### src/afs_pkg.sv
package afs_pkg;
  // Register word addresses on the device's configuration port.
  localparam logic [7:0] ADDR_CALIB_FORMAT = 8'h0D;
  localparam logic [7:0] ADDR_GAIN_CAL_A   = 8'h33;
  localparam logic [7:0] ADDR_GAIN_CAL_B   = 8'h34;
  localparam logic [7:0] ADDR_REF_POWER    = 8'hC1;
  localparam logic [7:0] ADDR_SPAN_LO      = 8'hC2;
  localparam logic [7:0] ADDR_SPAN_HI      = 8'hC3;
  // Field positions in the calibration and format word.
  localparam int BIT_GAIN_CAL_1  = 0;
  localparam int BIT_FORMAT      = 1;
  localparam int BIT_WIDE_CM     = 2;
  localparam int BIT_CM_ON_A     = 3;
  localparam int POS_CM_SPAN_A   = 4;
  localparam int BIT_CM_ON_B     = 6;
  localparam int POS_CM_SPAN_B   = 7;
  // Gain calibration words and reference word.
  localparam int BIT_GAIN_CAL_2  = 0;
  localparam int BIT_GAIN_CAL_3  = 1;
  localparam int BIT_GAIN_CAL_4  = 0;
  localparam int BIT_REF_OFF     = 0;
  // Reset values.
  localparam logic [15:0] RST_CALIB_FORMAT = 16'h0000;
  localparam logic [15:0] RST_GAIN_CAL     = 16'h0000;
  localparam logic [15:0] RST_REF_POWER    = 16'h0000;
  localparam logic [15:0] RST_SPAN         = 16'h0000;
  // Span codes, largest first.
  localparam logic [2:0] SPAN_12V  = 3'h5;
  localparam logic [2:0] SPAN_10V  = 3'h4;
  localparam logic [2:0] SPAN_7V   = 3'h3;
  localparam logic [2:0] SPAN_5V   = 3'h0;
  localparam logic [2:0] SPAN_3V5  = 3'h1;
  localparam logic [2:0] SPAN_2V5  = 3'h2;
  // Common-mode span field codes.
  localparam logic [1:0] CM_HALF   = 2'h0;
  localparam logic [1:0] CM_WIDEST = 2'h1;
  localparam logic [1:0] CM_MID    = 2'h2;
  // Frame and timing.
  localparam int NUM_CH          = 4;
  localparam int CODE_BITS       = 18;
  localparam int SYNC_TO_FRAME   = 3;
  localparam int STARTUP_PERIODS = 16;
  // Host controller register offsets (bytes) on the Avalon-MM slave.
  localparam logic [3:0] HOST_CTRL   = 4'h0;
  localparam logic [3:0] HOST_DIV    = 4'h4;
  localparam logic [3:0] HOST_CFG    = 4'h8;
  localparam logic [3:0] HOST_STATUS = 4'hC;
  localparam logic [15:0] RST_DIV    = 16'h0004;
endpackage

### src/afs_if.sv
`timescale 1ns/1ps
interface afs_if;
  logic        conversion_clock_in;
  logic        sample_align_in;
  logic        cfg_we;
  logic [7:0]  cfg_addr;
  logic [15:0] cfg_wdata;
  logic [15:0] cfg_rdata;
  logic        frame_clock_out;
  logic        out_valid;
  logic [2:0]  channel_idx;
  modport dev  (input conversion_clock_in, sample_align_in, cfg_we, cfg_addr, cfg_wdata,
                output cfg_rdata, frame_clock_out, out_valid, channel_idx);
  modport host (output conversion_clock_in, sample_align_in, cfg_we, cfg_addr, cfg_wdata,
                input cfg_rdata, frame_clock_out, out_valid, channel_idx);
endinterface

### src/afs_device.sv
// Implementation choice: register access over Avalon-MM.
`timescale 1ns/1ps
module afs_device (
  // Clock and reset
  input  wire logic clock,
  input  wire logic rst_n,
  input  wire logic clk_en,
  // Link to host
  afs_if.dev        lnk,
  // Effective settings for the converter core
  output logic      twos_comp,
  output logic      gain_cal_active,
  output logic      ref_enabled,
  output logic      wide_cm,
  output logic [2:0] cm_sel_a,
  output logic [2:0] cm_sel_b,
  output logic [23:0] span_codes
);
  import afs_pkg::*;
  ////////////////////////////////////////////////////////////////////////////////
  logic [2:0] clk_s_q;
  logic [2:0] sync_s_q;
  wire  cclk_fall = clk_s_q[2] & ~clk_s_q[1];
  wire  cclk_rise = clk_s_q[1] & ~clk_s_q[2];
  always_ff @(posedge clock or negedge rst_n) begin
    if (!rst_n) begin
      clk_s_q  <= 3'h0;
      sync_s_q <= 3'h0;
    end else if (clk_en) begin
      clk_s_q  <= {clk_s_q[1:0], lnk.conversion_clock_in};
      sync_s_q <= {sync_s_q[1:0], lnk.sample_align_in};
    end
  end
  // Sync is taken as the settled level at a falling clock edge.
  wire sync_evt = cclk_fall & sync_s_q[1] & sync_s_q[2];
  ////////////////////////////////////////////////////////////////////////////////
  // One-hot register select. Write and read paths share it, so they can never
  // disagree on which word an address names. Unknown addresses select nothing.
  function automatic logic [5:0] reg_select(input logic [7:0] addr);
    logic [5:0] sel;
    sel = 6'h00;
    if (addr == ADDR_CALIB_FORMAT) sel = 6'h01;
    else if (addr == ADDR_GAIN_CAL_A) sel = 6'h02;
    else if (addr == ADDR_GAIN_CAL_B) sel = 6'h04;
    else if (addr == ADDR_REF_POWER) sel = 6'h08;
    else if (addr == ADDR_SPAN_LO) sel = 6'h10;
    else if (addr == ADDR_SPAN_HI) sel = 6'h20;
    return sel;
  endfunction
  logic [15:0] calfmt_q;
  logic [15:0] gca_q;
  logic [15:0] gcb_q;
  logic [15:0] ref_q;
  logic [15:0] span_lo_q;
  logic [15:0] span_hi_q;
  wire  [5:0]  sel = reg_select(lnk.cfg_addr);
  wire         wr  = lnk.cfg_we & clk_en;
  always_ff @(posedge clock or negedge rst_n) begin
    if (!rst_n) begin
      calfmt_q  <= RST_CALIB_FORMAT;
      gca_q     <= RST_GAIN_CAL;
      gcb_q     <= RST_GAIN_CAL;
      ref_q     <= RST_REF_POWER;
      span_lo_q <= RST_SPAN;
      span_hi_q <= RST_SPAN;
    end else if (wr) begin
      if (sel[0]) calfmt_q <= lnk.cfg_wdata;
      if (sel[1]) gca_q <= lnk.cfg_wdata;
      if (sel[2]) gcb_q <= lnk.cfg_wdata;
      if (sel[3]) ref_q <= lnk.cfg_wdata;
      if (sel[4]) span_lo_q <= lnk.cfg_wdata;
      if (sel[5]) span_hi_q <= lnk.cfg_wdata;
    end
  end
  logic [15:0] rd_d;
  always_comb begin
    if (sel[0]) rd_d = calfmt_q;
    else if (sel[1]) rd_d = gca_q;
    else if (sel[2]) rd_d = gcb_q;
    else if (sel[3]) rd_d = ref_q;
    else if (sel[4]) rd_d = span_lo_q;
    else if (sel[5]) rd_d = span_hi_q;
    else rd_d = 16'h0000;
  end
  ////////////////////////////////////////////////////////////////////////////////
  // Sequencer: four channel slots per converter, one per conversion clock.
  // Without sync the starting slot is whatever reset left, which is allowed.
  logic [1:0] ch_q;
  logic [1:0] dly_q;
  logic       pend_q;
  logic       aligned_q;
  logic [4:0] up_q;
  logic       frame_q;
  wire  dly_done = pend_q & (dly_q == 2'(SYNC_TO_FRAME - 1));
  wire  boundary = cclk_fall & (dly_done | (~pend_q & ch_q == 2'(NUM_CH - 1)));
  always_ff @(posedge clock or negedge rst_n) begin
    if (!rst_n) begin
      ch_q      <= 2'h0;
      dly_q     <= 2'h0;
      pend_q    <= 1'b0;
      aligned_q <= 1'b0;
      up_q      <= 5'h0;
      frame_q   <= 1'b0;
    end else if (clk_en) begin
      if (sync_evt) begin
        pend_q <= 1'b1;
        dly_q  <= 2'h0;
      end else if (cclk_fall & pend_q & ~dly_done) begin
        dly_q <= dly_q + 2'h1;
      end else if (boundary & pend_q) begin
        pend_q    <= 1'b0;
        aligned_q <= 1'b1;
      end
      if (cclk_fall) begin
        ch_q <= boundary ? 2'h0 : ch_q + 2'h1;
        if (up_q != 5'(STARTUP_PERIODS)) up_q <= up_q + 5'h1;
      end
      if (cclk_rise) frame_q <= 1'b0;
      else if (boundary) frame_q <= 1'b1;
    end
  end
  // Clock-stop watchdog: no falling edge for many cycles marks outputs invalid.
  logic [7:0] idle_q;
  always_ff @(posedge clock or negedge rst_n) begin
    if (!rst_n) idle_q <= 8'h00;
    else if (clk_en) begin
      if (cclk_fall) idle_q <= 8'h00;
      else if (idle_q != 8'hFF) idle_q <= idle_q + 8'h01;
    end
  end
  ////////////////////////////////////////////////////////////////////////////////
  // Calibration counts only when all four scattered enables are set at once.
  wire cal_all = calfmt_q[BIT_GAIN_CAL_1] & gca_q[BIT_GAIN_CAL_2]
               & gca_q[BIT_GAIN_CAL_3] & gcb_q[BIT_GAIN_CAL_4];
  // Outputs are only trusted once start-up has run and the clock still moves.
  wire run_ok  = (up_q == 5'(STARTUP_PERIODS)) & (idle_q != 8'hFF);
  // Settings other than ref_enabled are shadowed at the frame boundary so a frame never mixes them.
  always_ff @(posedge clock or negedge rst_n) begin
    if (!rst_n) begin
      twos_comp       <= 1'b0;
      gain_cal_active <= 1'b0;
      ref_enabled     <= 1'b1;
      wide_cm         <= 1'b0;
      cm_sel_a        <= 3'h0;
      cm_sel_b        <= 3'h0;
      span_codes      <= 24'h0;
    end else if (clk_en) begin
      ref_enabled     <= ~ref_q[BIT_REF_OFF];
      if (boundary) begin
        twos_comp       <= calfmt_q[BIT_FORMAT];
        gain_cal_active <= cal_all;
        wide_cm         <= calfmt_q[BIT_WIDE_CM];
        cm_sel_a        <= {calfmt_q[BIT_CM_ON_A], calfmt_q[POS_CM_SPAN_A +: 2]};
        cm_sel_b        <= {calfmt_q[BIT_CM_ON_B], calfmt_q[POS_CM_SPAN_B +: 2]};
        span_codes      <= {span_hi_q[11:0], span_lo_q[11:0]};
      end
    end
  end
  ////////////////////////////////////////////////////////////////////////////////
  // Link outputs are registered so the host samples clean levels only.
  always_ff @(posedge clock or negedge rst_n) begin
    if (!rst_n) begin
      lnk.cfg_rdata       <= 16'h0000;
      lnk.frame_clock_out <= 1'b0;
      lnk.out_valid       <= 1'b0;
      lnk.channel_idx     <= 3'h0;
    end else if (clk_en) begin
      lnk.cfg_rdata       <= rd_d;
      lnk.frame_clock_out <= frame_q;
      lnk.out_valid       <= run_ok;
      lnk.channel_idx     <= {1'b0, ch_q};
    end
  end
  // The aligned flag is kept for debug visibility only; nothing downstream
  // depends on it, since an unsynced frame is a legal state.
  wire unused_ok = aligned_q;
endmodule

### src/flat_wrapper.sv
// flat-port wrapper written by rule: the top's interface ports become plain ports
module afs_device_flat import afs_pkg::*;
  (clock, rst_n, clk_en, twos_comp, gain_cal_active, ref_enabled, wide_cm, cm_sel_a, cm_sel_b, span_codes, lnk_conversion_clock_in, lnk_sample_align_in, lnk_cfg_we, lnk_cfg_addr, lnk_cfg_wdata, lnk_cfg_rdata, lnk_frame_clock_out, lnk_out_valid, lnk_channel_idx);
  afs_if lnk_i ();
  input  wire logic clock;
  input  wire logic rst_n;
  input  wire logic clk_en;
  output logic twos_comp;
  output logic gain_cal_active;
  output logic ref_enabled;
  output logic wide_cm;
  output logic [2:0] cm_sel_a;
  output logic [2:0] cm_sel_b;
  output logic [23:0] span_codes;
  input wire logic [$bits(lnk_i.conversion_clock_in)-1:0] lnk_conversion_clock_in;
  input wire logic [$bits(lnk_i.sample_align_in)-1:0] lnk_sample_align_in;
  input wire logic [$bits(lnk_i.cfg_we)-1:0] lnk_cfg_we;
  input wire logic [$bits(lnk_i.cfg_addr)-1:0] lnk_cfg_addr;
  input wire logic [$bits(lnk_i.cfg_wdata)-1:0] lnk_cfg_wdata;
  output wire logic [$bits(lnk_i.cfg_rdata)-1:0] lnk_cfg_rdata;
  output wire logic [$bits(lnk_i.frame_clock_out)-1:0] lnk_frame_clock_out;
  output wire logic [$bits(lnk_i.out_valid)-1:0] lnk_out_valid;
  output wire logic [$bits(lnk_i.channel_idx)-1:0] lnk_channel_idx;
  assign lnk_i.conversion_clock_in = lnk_conversion_clock_in;
  assign lnk_i.sample_align_in = lnk_sample_align_in;
  assign lnk_i.cfg_we = lnk_cfg_we;
  assign lnk_i.cfg_addr = lnk_cfg_addr;
  assign lnk_i.cfg_wdata = lnk_cfg_wdata;
  assign lnk_cfg_rdata = lnk_i.cfg_rdata;
  assign lnk_frame_clock_out = lnk_i.frame_clock_out;
  assign lnk_out_valid = lnk_i.out_valid;
  assign lnk_channel_idx = lnk_i.channel_idx;
  afs_device u_core (.clock(clock), .rst_n(rst_n), .clk_en(clk_en), .lnk(lnk_i), .twos_comp(twos_comp), .gain_cal_active(gain_cal_active), .ref_enabled(ref_enabled), .wide_cm(wide_cm), .cm_sel_a(cm_sel_a), .cm_sel_b(cm_sel_b), .span_codes(span_codes));
endmodule
### config.mk
export PLATFORM = sky130hd
export DESIGN_NAME = afs_device_flat
export DESIGN_NICKNAME = d
export VERILOG_FILES = /design/src/afs_pkg.sv /design/src/afs_if.sv /design/src/afs_device.sv /design/src/flat_wrapper.sv
export SDC_FILE = /design/constraint.sdc
export NUM_CORES = 1
export LEC_CHECK = 0
export BUFFER_PORTS_ARGS = -buffer_cell sky130_fd_sc_hd__buf_2
export CAP_MARGIN = 5
export CELL_PAD_IN_SITES_DETAIL_PLACEMENT = 2
export CELL_PAD_IN_SITES_GLOBAL_PLACEMENT = 2
export CORE_ASPECT_RATIO = 1.75
export CORE_UTILIZATION = 44
export CTS_CLUSTER_SIZE = 12
export DETAILED_ROUTE_END_ITERATION = 6
export GPL_TIMING_DRIVEN = 1
export PLACE_DENSITY_LB_ADDON = 0.3
export SLEW_MARGIN = 20
export SYNTH_ARGS = -nofsm -noshare
export SYNTH_HDL_FRONTEND = slang
export SYNTH_SLANG_ARGS = --single-unit
### constraint.sdc
create_clock -name clock -period 4.87 [get_ports clock]
set_input_delay 0.487 -clock clock [delete_from_list [all_inputs] [get_ports clock]]
set_output_delay 0.487 -clock clock [all_outputs]
set_load 0.005 [all_outputs]
# [Word level (Yosys, flattened, before mapping)]
# Cells that the tools add are included.
[word_totals] ff_bits=175 input_bits=30 output_inout_bits=55 elab_cells=101
[classes] addsub=4 eq_ne=12 n_mux=22 bitwise=21 n_reduce_logical=17
[ops] op="$mux W16" count=6
[ops] op="$mux W6" count=6
[ops] op="$eq A8 B8 Y1 const B" count=3
[ops] op="$reduce_and A2 Y1" count=11
[ops] op="$eq A8 B6 Y1 const B" count=2
[ops] op="$mux W8" count=2
[ops] op="$and A1 B1 Y1" count=15
[ops] op="$add A8 B1 Y8 const B" count=1
[ops] op="$eq A8 B4 Y1 const B" count=1
[ops] op="$ne A8 B8 Y1 const B" count=1
[ops] op="$reduce_bool A2 Y1" count=4
[ops] op="$mux W2" count=3
[ops] op="$reduce_and A3 Y1" count=2
[ops] op="$add A5 B1 Y5 const B" count=1
[ops] op="$eq A5 B5 Y1 const B" count=1
[ops] op="$mux W1" count=5
[ops] op="$ne A5 B5 Y1 const B" count=1
[ops] op="$not A1 Y1" count=5
[ops] op="$add A2 B1 Y2 const B" count=2
[ops] op="$eq A2 B2 Y1 const B" count=2
[ops] op="$ne A2 B1 Y1 const B" count=1
[ops] op="$or A1 B1 Y1" count=1

# [Logic depth before layout (Yosys ltp)]
[logic_depth] word_depth=13 mapped_depth=7 mapped_depth_nobuf=6

# [Worst setup path before layout]
# No wires, ideal clock.
[synth_timing] path_type="in2reg" startpoint="input lnk_cfg_addr[1]" endpoint="register u_core.calfmt_q[0]" setup_ps=125 arrival_ps=2086 required_ps=4745 slack_ps=2659 path_stages=6 n_path_buf=2 cell_sequence="buf_6 or4b_4 nor4_4 nand2_4 buf_6 mux2_4"
[synth_between] elab_chain_len=7 elab_cells_between_ends=11
[synth_lines] item="start, declared" line="flat_wrapper.sv:18" text="input wire logic [$bits(lnk_i.cfg_addr)-1:0] lnk_cfg_addr;"
[synth_lines] item="$eq A8 B8 Y1" line="afs_device.sv:46" text="else if (addr == ADDR_SPAN_LO) sel = 6'h10;"
[synth_lines] item="$mux W6" line="afs_device.sv:46"
[synth_lines] item="$mux W6" line="afs_device.sv:45" text="else if (addr == ADDR_REF_POWER) sel = 6'h08;"
[synth_lines] item="$mux W6" line="afs_device.sv:44" text="else if (addr == ADDR_GAIN_CAL_B) sel = 6'h04;"
[synth_lines] item="$mux W6" line="afs_device.sv:43" text="else if (addr == ADDR_GAIN_CAL_A) sel = 6'h02;"
[synth_lines] item="$mux W6 (*)" line="afs_device.sv:42" text="if (addr == ADDR_CALIB_FORMAT) sel = 6'h01;"
[synth_lines] item="$reduce_and A2 Y1 (no source line) (*)"
[synth_lines] item="end signal, assigned" line="afs_device.sv:67" text="if (sel[0]) calfmt_q <= lnk.cfg_wdata;"
[synth_lines] item="end, declared" line="afs_device.sv:50" text="logic [15:0] calfmt_q;"
# Every way passes the cells marked *; elsewhere a longest branch is shown, timed or not.
# A chain may end at the register's enable or synchronous reset.

# [Worst setup path in the final report]
[layout_timing] startpoint="input lnk_cfg_addr[0]" endpoint="register u_core.ref_q[11]"
[layout_between] elab_chain_len=7 elab_cells_between_ends=11
[layout_lines] item="$eq A8 B8 Y1" line="afs_device.sv:46"
[layout_lines] item="$mux W6" line="afs_device.sv:46"
[layout_lines] item="$mux W6" line="afs_device.sv:45"
[layout_lines] item="$mux W6" line="afs_device.sv:44"
[layout_lines] item="$mux W6" line="afs_device.sv:43"
[layout_lines] item="$mux W6 (*)" line="afs_device.sv:42"
[layout_lines] item="$reduce_and A2 Y1 (no source line) (*)"
[layout_lines] item="end signal, assigned" line="afs_device.sv:70" text="if (sel[3]) ref_q <= lnk.cfg_wdata;"
[layout_lines] item="end, declared" line="afs_device.sv:53" text="logic [15:0] ref_q;"
# Marks and branches as above.

==> flow_summary.yaml <==
global_routing:
  grt_max_degree: 93
  antenna_found_initial: 0
  overflow: 0
  gr-usage-all-layers_pct: 27.8
  grt_pass1_vias: 6341
  grt_pass1_wl_um: 36500
die:
  die_area_um2: 18300
  row_count: 64
  core-area_um2: 17500
  die_x_um: 103
  start_util_pct: 44.8
  die_height_um: 178
  io_pins: 85
timing:
  rsz0062_at_grt: "false"
  fin_tns_setup_ns: 0
  min_period_ns: 3.10
  setup_violations: 0
  timing.final.ws_setup_ns: 1.77
  maxSlewHeadroom_pct: 28.8
  worst_slew_pin_slew_ns: 1.06
  clock.fmax_mhz: 323
  min_period_over_period_pct: 63.6
  hold_viol_final: 0
  drv_slew: 0
  worst_clock_skew_ns: 0.0104
routing:
  via_per_inst: 5.90
  wl_um: 23500
  drc: 0
  via_count: 5378
  drt-initial-drc-count: 216
  wl_per_cell_um: 25.8
  drtAntennaViolNets: 0
  first_pass_iters: 4
logic_synthesis:
  synth_edf_count: 0
  synth_nets: 623
  ys_seq_area_share_pct: 56.0
  synth_area_leaders: "dfrtp_1 (56%), mux2_2 (17%), mux2_4 (3.8%)"
  synth_top_cell_by_area: "dfrtp_1"
  async_flop_share_pct: 100
  synth_top_flop_cell: "dfrtp_1"
  synth_cell_types: 57
  yosysTopAreaCellShare_pct: 55.6
  postSynthAreaPerCell_um2: 13.3
  synth_cells: 588
  yosys_warnings: 0
  synth_area_um2: 7830
  synth_seq_cells: 175
  synth.most_common_cell: "dfrtp_1"
  ys_top_cells_by_count: "dfrtp_1 (174), mux2_2 (117), nand2_1 (25)"
setup_path:
  worst-path-buf-inv: 1
  crit_type: "in2reg"
  critical-path-top-delay-family: "simple AND/OR/NAND/NOR gates"
  cp-startpoint: "lnk_cfg_addr[0]"
  critical_path_arrival_ns: 3.41
  cp-endpoint: "u_core.ref_q[11]$_DFFE_PN0P_"
  crit_slowest_cell: "and4b_1"
  critical_path_cell_count: 4
  crit_chain: "buf_2, and4b_1, nand3_1, mux2_2"
  r2r_start: "u_core.dly_q[0]$_DFFE_PN0P_"
  reg2reg_slack_ns: 2.67
  crit_path_end_kind: "register"
  start_kind: "input port"
  critPathMaxFanout: 25
  reg2reg_depth: 6
  required_ns: 5.18
  reg2reg_to: "u_core.span_codes[21]$_DFFE_PN0P_"
  critPathMaxStageDelay_ns: 0.89
cells_and_area:
  fillers: 1738
  area_delta_synth_final_pct: 15.8
  multi_input_area_um2: 3240
  drive_gt1_share_pct: 39.6
  nNetsFinal: 702
  register_area_um2: 4380
  fin_area_um2: 9060
  antennaDiodeCount: 0
clock_tree:
  cts_tree: "yes"
  ctsResizeCount: 0
  clk_pin_slew_worst_paths_ns: 0.06
  h-tree-depth: 4
  clk_latency_ns: 0.43
  cts_buffers: 17
  cts_max_path_buffers: 2
  post_cts_buffers: 0
  root_buffer: "clkbuf_16"
  cts-hold-fix-buffers: 0
  cts_sinks: 175
power:
  power.total_mw: 3.44
  intPower_mw: 2.55
  netSwitchingPower_mw: 0.897
  p_sw_share_pct: 26.0
  p_per_area_nw_per_um2: 380
  ir_drop_mv: 0.349
  pwr-share-seq_pct: 48.7
  p_clk_share_pct: 39.3
  combPwrFrac_pct: 12.0
  p_leak_nw: 4.49
place:
  gp_congestion: 0.751
  placed_cell_area_um2: 8460
  place_hpwl_um: 15200
  place_ws_ns: 1.43
  io_buffers: 83
run_status:
  status: "finished, final reports clean"
flow_run:
  drv_cap: 0
hold_path:
  hold_class: "in2async"
[sequential cells by signal (all words and copies together), names as in the netlist, 2 cells and up]
register / flops
u_core.ref_q: 16
u_core.gca_q: 16
u_core.cm_sel_a: 3
u_core.cm_sel_b: 3
u_core.span_hi_q: 16
u_core.lnk.channel_idx: 2
u_core.gcb_q: 16
u_core.up_q: 5
u_core.span_lo_q: 16
u_core.sync_s_q: 3
u_core.idle_q: 8
u_core.dly_q: 2
u_core.calfmt_q: 16
u_core.lnk.cfg_rdata: 16
u_core.clk_s_q: 3
u_core.span_codes: 24
u_core.ch_q: 2
[area by class of cell]
class | count | area share [%]
Tap cell | 231 | 3.19
Clock inverter | 6 | 0.939
Clock buffer | 26 | 5.40
Inverter | 16 | 0.663
Multi-Input combinational cell | 364 | 35.8
Timing Repair Buffer | 93 | 5.70
Sequential cell | 175 | 48.3
[layout by cell type (no fill, tap or decap), types with 6 or more instances in the layout]
cell         n
mux2i_1     19
o22ai_1     15
mux2_2     117
a21oi_1     16
o2bb2ai_1   16
a211oi_1     6
inv_1       16
o211ai_1     8
a31oi_1     11
nand2b_1     9
dfrtp_1    174
buf_4        9
buf_2       82
nand3_1      9
clkbuf_1     6
nand2_1     25
o21ai_0     15
mux2_4      20
nor2_1       6
clkbuf_16   17
[layer usage]
layer,GRT usage [%],part of all wire (%)
met3,4.82,2.8
met4,14.3,3.5
met2,51.9,58
met1,29.1,36
met5,0,0
[cells by family after synthesis]
kind of cell             after synthesis  synth area share (%)
adder cells (fa/ha/maj)                5                 0.799
buffers and inverters                 49                  2.86
AND/OR/NAND/NOR                       91                  7.37
other                                  1                0.0479
AO/OA/AOI/OAI                        106                  9.27
flip-flops                           175                  56.0
XOR/XNOR                               5                 0.560
multiplexers                         156                  23.1
[power by group through the flow]
stage / clock [mW] / combinational, mW / sequential [mW]
6_report: 1.35 / 0.413 / 1.68
5_1_grt: 1.43 / 0.458 / 1.69
4_1_cts: 1.38 / 0.414 / 1.68
3_5_place_dp: 0 / 0.404 / 1.70
3_3_place_gp: 0 / 0.365 / 1.68
2_1_floorplan: 0 / 0.227 / 1.67
[stage by stage]
step	instances	hold WS [ns]	util (%)
after floorplan	588	0.191	-
after global placement	878	0.470	48.5
after detailed placement	878	0.476	48.5
after CTS	910	0.174	51.7
after global routing	911	0.186	51.9
final	911	0.127	51.9
[how the worst min path moves through the flow]
stage	to	cells past startpoint	start	slack, ns
final	u_core.clk_s_q[0]$_DFFE_PN0P_	1	rst_n	0.13
after CTS	u_core.calfmt_q[12]$_DFFE_PN0P_	1	rst_n	0.17
after global placement	u_core.dly_q[0]$_DFFE_PN0P_	1	u_core.dly_q[0]$_DFFE_PN0P_	0.47
after floorplan	u_core.calfmt_q[0]$_DFFE_PN0P_	0	rst_n	0.19
after global routing	u_core.lnk.frame_clock_out$_DFFE_PN0P_	1	rst_n	0.19
after detailed placement	u_core.ref_enabled$_DFFE_PN1P_	2	u_core.ref_enabled$_DFFE_PN1P_	0.48
(Power assumes the default switching activity.)
